[src/design/rsa_pkg.sv]
// Package: register map, field layout, timing and types of the rail strobe assignment block
package rsa_pkg;

	// ----------------------------------------------------------------
	// Register subaddresses and reset values
	// ----------------------------------------------------------------
	localparam logic [7:0] RSA_ADDR_BB_B3   = 8'h23;
	localparam logic [7:0] RSA_ADDR_BACKUP  = 8'h24;
	localparam logic [7:0] RSA_ADDR_SW_LDO  = 8'h25;
	localparam logic [7:0] RSA_RST_BB_B3    = 8'h37;
	localparam logic [7:0] RSA_RST_BACKUP   = 8'h00;
	localparam logic [7:0] RSA_RST_SW_LDO   = 8'hA8;
	// Writable bits of the backup register; the rest are reserved
	localparam logic [7:0] RSA_BACKUP_MASK  = 8'h33;
	localparam logic [7:0] RSA_READ_ZERO    = 8'h00;

	// ----------------------------------------------------------------
	// Field positions and strobe codes
	// ----------------------------------------------------------------
	localparam int RSA_HI_NIB_LSB = 4;
	localparam int RSA_B6_LSB     = 4;
	localparam int RSA_B5_LSB     = 0;
	localparam logic [3:0] RSA_STROBE_FIRST  = 4'h1;
	localparam logic [3:0] RSA_STROBE_SEALED = 4'h3;
	localparam logic [3:0] RSA_STROBE_LAST   = 4'hA;
	localparam logic [3:0] RSA_CODE4_MIN     = 4'h3;
	localparam logic [3:0] RSA_CODE4_MAX     = 4'hA;
	localparam logic [1:0] RSA_CODE2_S1      = 2'h1;
	localparam logic [1:0] RSA_CODE2_S2      = 2'h2;

	// Rail numbering inside the enable vector
	localparam int RSA_NUM_RAILS = 6;
	localparam int RSA_NUM_FULL  = 4;
	localparam int RSA_RAIL_B3   = 0;
	localparam int RSA_RAIL_BB   = 1;
	localparam int RSA_RAIL_LDO  = 2;
	localparam int RSA_RAIL_SW   = 3;
	localparam int RSA_RAIL_B5   = 4;
	localparam int RSA_RAIL_B6   = 5;
	localparam int RSA_NUM_GAPS  = 9;

	// ----------------------------------------------------------------
	// Timing
	// ----------------------------------------------------------------
	localparam int RSA_CLK_HZ       = 100_000_000;
	localparam int RSA_GAP_SHORT_MS = 2;
	localparam int RSA_GAP_LONG_MS  = 5;
	localparam int RSA_GAP_SHORT_CYC = RSA_GAP_SHORT_MS * (RSA_CLK_HZ / 1000);
	localparam int RSA_GAP_LONG_CYC  = RSA_GAP_LONG_MS * (RSA_CLK_HZ / 1000);
	localparam int RSA_CNT_W         = 20;

	// ----------------------------------------------------------------
	// Types
	// ----------------------------------------------------------------
	typedef struct packed {
		logic [7:0] addr;
		logic [7:0] wdata;
		logic       wr;
		logic       rd;
	} rsa_reg_req_t;

	typedef enum logic [1:0] {
		RSA_IDLE,
		RSA_UP_GAP,
		RSA_DOWN_GAP
	} rsa_state_t;

endpackage

[src/design/rsa_strobe_assign.sv]
// Rail strobe assignment: strobe registers, strobe stepper and rail enables
//
// Overview of operation
// - Codes 3h..Ah enable rail at that strobe
// - Other 4-bit codes leave rail uncontrolled
// - Backup codes: 1h strobe1, 2h strobe2, else none
// - Strobes 1 and 2 only while seal intact
// - Broken seal: backup bucks never switched off
// - Backup register 0x24, reset 00h, fields 5-4/1-0
// - Switch/linear register 0x25, reset A8h
// - Buck-boost 7-4 reset 3h, buck3 3-0 reset 7h
// - Gap delay 2 ms or 5 ms per bit
`timescale 1ns/1ps
module rsa_strobe_assign #(
	parameter int SHORT_CYCLES = rsa_pkg::RSA_GAP_SHORT_CYC,
	parameter int LONG_CYCLES  = rsa_pkg::RSA_GAP_LONG_CYC
) (
	input  wire logic                         sys_clk,
	input  wire logic                         rst,
	input  wire rsa_pkg::rsa_reg_req_t        reg_req,
	output logic [7:0]                        reg_rd_data,
	output logic                              reg_rd_valid,
	input  wire logic                         unlock_ok,
	input  wire logic                         freshness_seal_flag,
	input  wire logic [rsa_pkg::RSA_NUM_GAPS-1:0] gap_delay_select,
	input  wire logic                         power_up_req,
	input  wire logic                         power_down_req,
	output logic [3:0]                        strobe_index,
	output logic                              strobe_fire,
	output logic                              seq_busy,
	output logic [rsa_pkg::RSA_NUM_RAILS-1:0] rail_enable
);
	import rsa_pkg::*;

	// ----------------------------------------------------------------
	// Strobe registers
	// ----------------------------------------------------------------
	logic [7:0] bb_b3_reg, bb_b3_next;
	logic [7:0] backup_reg, backup_next;
	logic [7:0] sw_ldo_reg, sw_ldo_next;
	logic [7:0] rd_data_reg, rd_data_next;
	logic       rd_valid_reg, rd_valid_next;
	logic       wr_ok;

	// Writes land only after unlock; reserved backup bits masked off
	always_comb begin
		wr_ok         = reg_req.wr && unlock_ok;
		bb_b3_next    = bb_b3_reg;
		backup_next   = backup_reg;
		sw_ldo_next   = sw_ldo_reg;
		rd_valid_next = reg_req.rd;
		rd_data_next  = rd_data_reg;
		if (wr_ok) begin
			case (reg_req.addr)
				RSA_ADDR_BB_B3:  bb_b3_next  = reg_req.wdata;
				RSA_ADDR_BACKUP: backup_next = reg_req.wdata & RSA_BACKUP_MASK;
				RSA_ADDR_SW_LDO: sw_ldo_next = reg_req.wdata;
				default:         bb_b3_next  = bb_b3_reg;
			endcase
		end
		if (reg_req.rd) begin
			case (reg_req.addr)
				RSA_ADDR_BB_B3:  rd_data_next = bb_b3_reg;
				RSA_ADDR_BACKUP: rd_data_next = backup_reg & RSA_BACKUP_MASK;
				RSA_ADDR_SW_LDO: rd_data_next = sw_ldo_reg;
				default:         rd_data_next = RSA_READ_ZERO;
			endcase
		end
	end

	// Register state; reset values are the documented defaults
	always_ff @(posedge sys_clk) begin
		if (rst) begin
			bb_b3_reg    <= RSA_RST_BB_B3;
			backup_reg   <= RSA_RST_BACKUP;
			sw_ldo_reg   <= RSA_RST_SW_LDO;
			rd_data_reg  <= RSA_READ_ZERO;
			rd_valid_reg <= 1'b0;
		end else begin
			bb_b3_reg    <= bb_b3_next;
			backup_reg   <= backup_next;
			sw_ldo_reg   <= sw_ldo_next;
			rd_data_reg  <= rd_data_next;
			rd_valid_reg <= rd_valid_next;
		end
	end

	assign reg_rd_data  = rd_data_reg;
	assign reg_rd_valid = rd_valid_reg;

	// ----------------------------------------------------------------
	// Strobe stepper
	// ----------------------------------------------------------------
	rsa_state_t           state_reg, state_next;
	logic [3:0]           idx_reg, idx_next;
	logic                 fire_reg, fire_next;
	logic                 up_reg, up_next;
	logic [RSA_CNT_W-1:0] cnt_reg, cnt_next;
	logic [RSA_CNT_W-1:0] target;
	logic [3:0]           gap_no;
	logic [3:0]           low_strobe;

	// Parts with the seal broken start and end at strobe 3, skipping the backup strobes
	always_comb begin
		low_strobe = freshness_seal_flag ? RSA_STROBE_SEALED : RSA_STROBE_FIRST;
		gap_no     = up_reg ? 4'(idx_reg - 4'h1) : 4'(idx_reg - 4'h2);
		target     = gap_delay_select[gap_no] ? RSA_CNT_W'(LONG_CYCLES)
		                                      : RSA_CNT_W'(SHORT_CYCLES);
		state_next = state_reg;
		idx_next   = idx_reg;
		up_next    = up_reg;
		cnt_next   = cnt_reg;
		fire_next  = 1'b0;
		case (state_reg)
			RSA_IDLE: begin
				cnt_next = '0;
				if (power_up_req) begin
					idx_next   = low_strobe;
					up_next    = 1'b1;
					fire_next  = 1'b1;
					state_next = RSA_UP_GAP;
				end else if (power_down_req) begin
					idx_next   = RSA_STROBE_LAST;
					up_next    = 1'b0;
					fire_next  = 1'b1;
					state_next = RSA_DOWN_GAP;
				end
			end
			RSA_UP_GAP, RSA_DOWN_GAP: begin
				if (cnt_reg == target - RSA_CNT_W'(1)) begin
					cnt_next  = '0;
					fire_next = 1'b1;
					idx_next  = up_reg ? 4'(idx_reg + 4'h1) : 4'(idx_reg - 4'h1);
					if (up_reg ? (idx_next == RSA_STROBE_LAST) : (idx_next == low_strobe))
						state_next = RSA_IDLE;
				end else begin
					cnt_next = RSA_CNT_W'(cnt_reg + RSA_CNT_W'(1));
				end
			end
			default: state_next = RSA_IDLE;
		endcase
	end

	// Stepper registers
	always_ff @(posedge sys_clk) begin
		if (rst) begin
			state_reg <= RSA_IDLE;
			idx_reg   <= '0;
			fire_reg  <= 1'b0;
			up_reg    <= 1'b0;
			cnt_reg   <= '0;
		end else begin
			state_reg <= state_next;
			idx_reg   <= idx_next;
			fire_reg  <= fire_next;
			up_reg    <= up_next;
			cnt_reg   <= cnt_next;
		end
	end

	assign strobe_index = idx_reg;
	assign strobe_fire  = fire_reg;
	assign seq_busy     = (state_reg != RSA_IDLE);

	// ----------------------------------------------------------------
	// Rail enables, one decoder per rail
	// ----------------------------------------------------------------
	logic [3:0]               code [RSA_NUM_RAILS];
	logic [RSA_NUM_RAILS-1:0] hit;
	logic [RSA_NUM_RAILS-1:0] en_reg, en_next;

	assign code[RSA_RAIL_B3]  = bb_b3_reg[3:0];
	assign code[RSA_RAIL_BB]  = bb_b3_reg[RSA_HI_NIB_LSB +: 4];
	assign code[RSA_RAIL_LDO] = sw_ldo_reg[3:0];
	assign code[RSA_RAIL_SW]  = sw_ldo_reg[RSA_HI_NIB_LSB +: 4];
	assign code[RSA_RAIL_B5]  = {2'b00, backup_reg[RSA_B5_LSB +: 2]};
	assign code[RSA_RAIL_B6]  = {2'b00, backup_reg[RSA_B6_LSB +: 2]};

	// Decoding from registered strobe keeps the enables glitch free
	genvar g;
	generate
		for (g = 0; g < RSA_NUM_RAILS; g++) begin : g_rail
			if (g < RSA_NUM_FULL) begin : g_full
				assign hit[g] = code[g] >= RSA_CODE4_MIN && code[g] <= RSA_CODE4_MAX
				                && code[g] == idx_reg;
			end else begin : g_backup
				assign hit[g] = (code[g][1:0] == RSA_CODE2_S1 && idx_reg == 4'h1)
				             || (code[g][1:0] == RSA_CODE2_S2 && idx_reg == 4'h2);
			end
			always_comb begin
				en_next[g] = en_reg[g];
				if (fire_reg && hit[g]) begin
					if (up_reg)
						en_next[g] = 1'b1;
					else if (!(g >= RSA_NUM_FULL && freshness_seal_flag))
						en_next[g] = 1'b0;
				end
			end
		end
	endgenerate

	// Enable vector
	always_ff @(posedge sys_clk) begin
		if (rst)
			en_reg <= '0;
		else
			en_reg <= en_next;
	end

	assign rail_enable = en_reg;

	// ----------------------------------------------------------------
	// Checks
	// ----------------------------------------------------------------
	property p_code4_enable;
		@(posedge sys_clk) disable iff (rst)
		(fire_reg && up_reg && bb_b3_reg[3:0] == idx_reg && idx_reg >= RSA_CODE4_MIN)
		|=> en_reg[RSA_RAIL_B3];
	endproperty
	a_code4_enable: assert property (p_code4_enable) else $error("buck3 not enabled at strobe");

	property p_code4_idle;
		@(posedge sys_clk) disable iff (rst)
		(bb_b3_reg[RSA_HI_NIB_LSB +: 4] > RSA_CODE4_MAX
		 || bb_b3_reg[RSA_HI_NIB_LSB +: 4] < RSA_CODE4_MIN)
		|=> $stable(en_reg[RSA_RAIL_BB]);
	endproperty
	a_code4_idle: assert property (p_code4_idle) else $error("uncontrolled rail changed");

	property p_backup_strobe;
		@(posedge sys_clk) disable iff (rst)
		(fire_reg && up_reg && idx_reg == 4'h2 && backup_reg[RSA_B6_LSB +: 2] == RSA_CODE2_S2)
		|=> en_reg[RSA_RAIL_B6];
	endproperty
	a_backup_strobe: assert property (p_backup_strobe) else $error("buck6 missed strobe 2");

	property p_seal_skip;
		@(posedge sys_clk) disable iff (rst)
		(freshness_seal_flag && fire_reg) |-> idx_reg >= RSA_STROBE_SEALED;
	endproperty
	a_seal_skip: assert property (p_seal_skip) else $error("strobe 1 or 2 with seal broken");

	property p_backup_kept;
		@(posedge sys_clk) disable iff (rst)
		(freshness_seal_flag && en_reg[RSA_RAIL_B5]) |=> en_reg[RSA_RAIL_B5];
	endproperty
	a_backup_kept: assert property (p_backup_kept) else $error("backup buck switched off");

	property p_reserved_zero;
		@(posedge sys_clk) disable iff (rst)
		(reg_req.rd && reg_req.addr == RSA_ADDR_BACKUP)
		|=> rd_valid_reg && (rd_data_reg & ~RSA_BACKUP_MASK) == RSA_READ_ZERO;
	endproperty
	a_reserved_zero: assert property (p_reserved_zero) else $error("reserved bits not zero");

	// Checked one edge after a reset edge, so registers are never still unset
	property p_reset_values;
		@(posedge sys_clk)
		rst |=> sw_ldo_reg == RSA_RST_SW_LDO && bb_b3_reg == RSA_RST_BB_B3
		        && backup_reg == RSA_RST_BACKUP;
	endproperty
	a_reset_values: assert property (p_reset_values) else $error("bad strobe reset value");

	property p_gap_end;
		@(posedge sys_clk) disable iff (rst)
		(state_reg != RSA_IDLE && cnt_reg == target - RSA_CNT_W'(1)) |=> fire_reg ##1 !fire_reg;
	endproperty
	a_gap_end: assert property (p_gap_end) else $error("strobe not fired at gap end");

	property p_locked;
		@(posedge sys_clk) disable iff (rst)
		(reg_req.wr && !unlock_ok) |=> $stable(sw_ldo_reg) && $stable(backup_reg);
	endproperty
	a_locked: assert property (p_locked) else $error("locked write took effect");

endmodule // rsa_strobe_assign

[config.mk]
export PLATFORM = sky130hd
export DESIGN_NAME = rsa_strobe_assign
export DESIGN_NICKNAME = d
export VERILOG_FILES = /design/src/design/rsa_pkg.sv /design/src/design/rsa_strobe_assign.sv
export SDC_FILE = /design/constraint.sdc
export NUM_CORES = 1
export LEC_CHECK = 0
export BUFFER_PORTS_ARGS = -buffer_cell sky130_fd_sc_hd__buf_2
export CORE_MARGIN = 3
export CORE_UTILIZATION = 49
export DETAILED_ROUTE_END_ITERATION = 7
export PLACE_DENSITY = 0.76
export SKIP_LAST_GASP = 1
export SLEW_MARGIN = 20
export SYNTH_ARGS = -nofsm -noshare
export SYNTH_HDL_FRONTEND = slang
export SYNTH_SLANG_ARGS = --single-unit
[constraint.sdc]
create_clock -name sys_clk -period 6.8 [get_ports sys_clk]
set_input_delay 1.02 -clock sys_clk [delete_from_list [all_inputs] [get_ports sys_clk]]
set_output_delay 1.02 -clock sys_clk [all_outputs]
set_load 0.02 [all_outputs]
=== Word-level counts from Yosys, hierarchy flattened ===
Index checks and enable logic that the tools add are counted.

* Register bits: 63
* Logic and storage cells: 114

* Mux-type cells: 28
* Add/subtract/negate cells: 5
* Reductions and logical operators: 34
* Order comparisons: 9
* Equal/unequal tests: 22

{| class="wikitable"
|+ Operator list
! kind !! number
|-
| 20-bit one-hot mux with 2 select lines || 1
|-
| 8-bit by 6-bit equality test with 1-bit output (second input constant) || 3
|-
| 8-bit one-hot mux with 3 select lines || 1
|-
| 20-bit by 1-bit adder with 20-bit output (second input constant) || 1
|-
| 20-bit equality test || 1
|-
| 20-bit two-way mux || 1
|-
| 4-bit two-way mux || 5
|-
| 19-bit by 1-bit subtractor with 20-bit output (second input constant) || 1
|-
| 1-bit logical AND || 19
|-
| 19-bit two-way mux || 1
|-
| 4-bit equality test || 4
|-
| 4-bit by 2-bit greater-or-equal comparator with 1-bit output (second input constant) || 4
|-
| 4-bit less-or-equal comparator (second input constant) || 4
|-
| 2-bit AND reduction || 6
|-
| 1-bit two-way mux || 10
|-
| 2-bit two-way mux || 5
|-
| 4-bit one-hot mux with 2 select lines || 1
|-
| 2-bit by 1-bit equality test with 1-bit output (second input constant) || 3
|-
| 2-bit equality test (second input constant) || 3
|-
| 3-bit AND reduction || 2
|-
| 2-bit nonzero test || 3
|-
| 4-bit by 5-bit < comparator with 1-bit output (second input constant) || 1
|-
| 4-bit by 1-bit adder with 4-bit output (second input constant) || 1
|-
| 1-bit binary-select mux with 4-bit select || 1
|-
| 14 further kinds || 16
|}

=== Longest topological paths before layout ===
* Depth in word-level cells: 9
* Depth in mapped cells: 11
* Depth with buffers taken out: 9

=== Worst setup path after synthesis ===
OpenSTA, ideal clock, no wires.

* Path kind: register to register
* Start point: register idx_reg[0] (netlist: strobe_index[0])
* End point: register cnt_reg[3]
* Path slack: 3.910 ns
* Period minus slack after synthesis: 2.890 ns
* Required time: 6.738 ns
* Library setup time: 0.062 ns
* Cell stages (with the launch flop): 12
* Arrival: 2.828 ns
* Cell sequence: dfxtp_1 buf_2 inv_1 ha_1 mux2i_1 mux4_2 mux2_2 a32oi_2 o211a_4 o21ai_4 buf_6 nor2_2

* Cells in the longest elaborated chain, start to end: 9
* Elaborated cells on any way between the ends: 10
* Those cells by class: 3 x add/sub; 1 x eq/ne; 6 x mux

{| class="wikitable"
|+ RTL lines
! item !! line !! RTL
|-
| start: declaration || rsa_strobe_assign.sv:95 || <nowiki>logic [3:0] idx_reg, idx_next;</nowiki>
|-
| start signal: assignment || rsa_strobe_assign.sv:154 || <nowiki>idx_reg <= idx_next;</nowiki>
|-
| 4-bit by 2-bit subtractor with 4-bit output or 4-bit by 1-bit subtractor with 4-bit output (tied branches) || rsa_strobe_assign.sv:106 || <nowiki>gap_no = up_reg ? 4'(idx_reg - 4'h1) : 4'(idx_reg - 4'h2);</nowiki>
|-
| 4-bit two-way mux * || rsa_strobe_assign.sv:106 ||
|-
| 1-bit binary-select mux with 4-bit select * || rsa_strobe_assign.sv:107 || <nowiki>target = gap_delay_select[gap_no] ? RSA_CNT_W'(LONG_CYCLES)</nowiki>
|-
| 1-bit two-way mux (implied by the code) * || rsa_strobe_assign.sv:107 ||
|-
| 19-bit two-way mux * || rsa_strobe_assign.sv:107 ||
|-
| 19-bit by 1-bit subtractor with 20-bit output * || rsa_strobe_assign.sv:130 || <nowiki>if (cnt_reg == target - RSA_CNT_W'(1)) begin</nowiki>
|-
| 20-bit equality test * || rsa_strobe_assign.sv:130 ||
|-
| 20-bit two-way mux * || rsa_strobe_assign.sv:130 ||
|-
| 20-bit one-hot mux with 2 select lines * || rsa_strobe_assign.sv:114 || <nowiki>case (state_reg)</nowiki>
|-
| end signal: assignment || rsa_strobe_assign.sv:157 || <nowiki>cnt_reg <= cnt_next;</nowiki>
|-
| end: declaration || rsa_strobe_assign.sv:98 || <nowiki>logic [RSA_CNT_W-1:0] cnt_reg, cnt_next;</nowiki>
|}

Mark *: on every way between the ends. The rest lies on a longest branch, timed or not. The select of a mux whose other input is x is not followed.
A chain may end at the register's enable or synchronous reset.

=== Worst setup path in the final report ===
* Start point: register idx_reg[0] (netlist: strobe_index[0])
* End point: register cnt_reg[6]

Same word-level chain as after synthesis.

==> results.toml <==
[yosys]
synthFlopType = "dfxtp_1"
synth_fp_nets = 446
synthTopCellsByArea = "dfxtp_1 36%, mux2i_1 10%, nor2_1 5.4%"
post-synth-top-area-fraction_pct = 35.6
yosys_warnings = 0
synth-seq-cells = 63
postSynthCellCount = 401
netlist_area_um2 = 3540
synth_area_leader_cell = "dfxtp_1"
synth.avg_cell_area_um2 = 8.84
ys_seq_area_share_pct = 35.6
netlist-cell-type-count = 57
async_reset_ff_share_pct = 0
synth_edf_count = 0

[hold_path]
hp-start = "reg_rd_data[6]"
hold_class = "reg -> reg"
worstHoldPathCells = 2
whs_endpoint = "reg_rd_data[6]"

[sta]
setup_viol = 0
final.setup.tns_ps = 0
relSlewSlack_pct = 52.1
fmax_mhz = 297
min_period_over_period_pct = 49.5
tightest_slew_ps = 719
finClkSkew_ps = 8.08
grt_setup_unrepaired = "false"
finalHoldViolCount = 0
layout_min_cycle_time_ps = 3360
slew_violations = 0
whs_ps = 483

[finish]
fin_util_pct = 58.2
multi_input_area_um2 = 2140
n_fill_cell = 653
layout.nets = 490
diodes = 0
largest_reg_flops = 20
syn_to_final_growth_pct = 13.5
regArea_um2 = 1260
drive_gt1_share_pct = 20.9

[route]
postRouteAntennaNets = 0
first_iter_violations = 202
drt_wl_total_um = 8150
drt_pass1_iterations = 4
drc = 0
vias = 2938
wl_per_cell_um = 14.9
vias_per_cell = 5.38

[worst_setup_path]
worstPathMaxFanout = 17
rr_worst_depth = 9
startpoint_type = "register"
worstSetupEndpointType = "register"
crit_required_ps = 7000
r2r_slack_ps = 3440
reg2reg_from = "strobe_index[0]"
critical_path_class = "reg -> reg"
critPathArrivalTime_ps = 3560
r2r-end = "cnt_reg[6]"

[power_and_ir_drop]
p_sw_w = 0.000435
power.density_nw_per_um2 = 292
power_leakage_nw = 1.49
p_seq_share_pct = 37.6
p_comb_share_pct = 35.4
p_int_w = 0.000740
clockPowerShare_pct = 27.0
ir_drop_mv = 0.129
sw_frac_of_total_pct = 37.0

[clock_network]
h-tree-depth = 3
cts_made_buffers = 9
cts-root-buf = "clkbuf_8"
post_cts_buffers = 0
clk_path_buf_depth = 2
clk_latency_ps = 340
holdBufCountCts = 0
clk_pin_slew_ps = 70
cts_resized = 0
clock_sinks = 63
cts_tree = "built"

[place]
gp_routability_congestion = 0.882
hpwl_um = 5950
io_buffer_count = 53

[floorplanning]
die_h_um = 91.1
initial_utilization_pct = 51.3
io_pins = 54
dieWidth_um = 91.1
dieArea_um2 = 8290
rows = 30
core_um2 = 6910

[grt]
antenna_found_initial = 0
overflow = 0
grt_pass1_wl_um = 13600
track_usage_pct = 20.0
grt_max_degree = 39
grt_pass1_vias = 2971

[flow_run]
cap_violations = 0

[status]
status = "completed"
[cells in the final DEF, fill, tap and decap left out, types with 4 or more instances in the layout]
cell and count:
nand3_1 14, mux2_2 7, mux2i_1 36, nor3_1 6, nor2_1 51, buf_2 53, xnor2_1 18, xor2_1 12
nor2b_1 4, clkbuf_8 10, o21ai_0 4, a211oi_1 8, nand3b_1 6, nand4_1 7, ha_1 12, or3_1 5
dfxtp_1 63, nor2_2 11, a22oi_1 9, and3_1 7, nand2_1 32, inv_1 10, a21oi_1 16
[metrics by stage]
stage,instance area [um^2],power [W],cells,setup WS [ps]
after floorplan,3540,0.000774,401,3910
after global placement,3830,0.000854,530,3510
after detailed placement,3830,0.000863,530,3460
after CTS,4020,0.00118,546,3440
after global routing,4020,0.00124,546,3210
final,4020,0.00117,546,3440
[logic make-up (layout without fill, tap and decap cells)]
logic type,count (synthesis),count (layout),synth area share (%)
compound gates,56,56,11.8
fa+ha+maj,12,12,4.24
simple gates,165,165,24.1
xor+xnor,30,30,7.41
buf+inv,31,80,3.92
mux,44,44,13.0
flops,63,63,35.6
[cells in the mapped netlist, drive strengths merged, types with 8 or more instances]
library cell / instances
nand3: 14
xor2: 12
inv: 10
nand2: 32
xnor2: 18
nor2: 62
a211oi: 8
a22oi: 9
clkbuf: 13
a21oi: 16
mux2i: 36
dfxtp: 63
ha: 12
[area by class of cell]
class | count | area share, %
clock buffer | 12 | 3.61
timing repair buffer | 53 | 6.59
multi-input combinational | 307 | 53.3
clock inverter | 4 | 1.12
sequential | 63 | 31.4
inverter | 11 | 1.03
tap | 96 | 2.99
[critical path, stage by stage (launching register included)]
cell	delay, ps
dfxtp_1	680
inv_1	280
ha_1	420
mux2i_1	330
mux4_2	370
mux2i_1	180
o2bb2ai_2	110
o211a_4	280
o21ai_4	470
nor2_1	100
[metal layers]
metal | GRT usage [%] | routed length [um]
met1 | 24.3 | 3620
met4 | 6.53 | 49
met2 | 34.3 | 4050
met5 | 0 | 0
met3 | 4.97 | 420
[worst max path at each step]
| stage | from | endpoint | slack [ps] | cells past startpoint |
|---|---|---|---|---|
| 3_3_place_gp | strobe_index[0] | cnt_reg[10] | 3510 | 9 |
| 3_5_place_dp | strobe_index[0] | cnt_reg[6] | 3460 | 9 |
| 4_1_cts | strobe_index[0] | cnt_reg[6] | 3440 | 9 |
| 2_1_floorplan | strobe_index[0] | cnt_reg[3] | 3910 | 11 |
| 6_report | strobe_index[0] | cnt_reg[6] | 3440 | 9 |
| 5_1_grt | strobe_index[0] | cnt_reg[4] | 3210 | 9 |
[power by group through the flow]
stage	combinational, W	clock, W	sequential [W]
after global routing	0.000456	0.000341	0.000446
after CTS	0.000416	0.000324	0.000440
after detailed placement	0.000415	0	0.000448
after global placement	0.000407	0	0.000447
after floorplan	0.000344	0	0.000430
final	0.000416	0.000317	0.000442
Power figures use the tool's default switching activity.
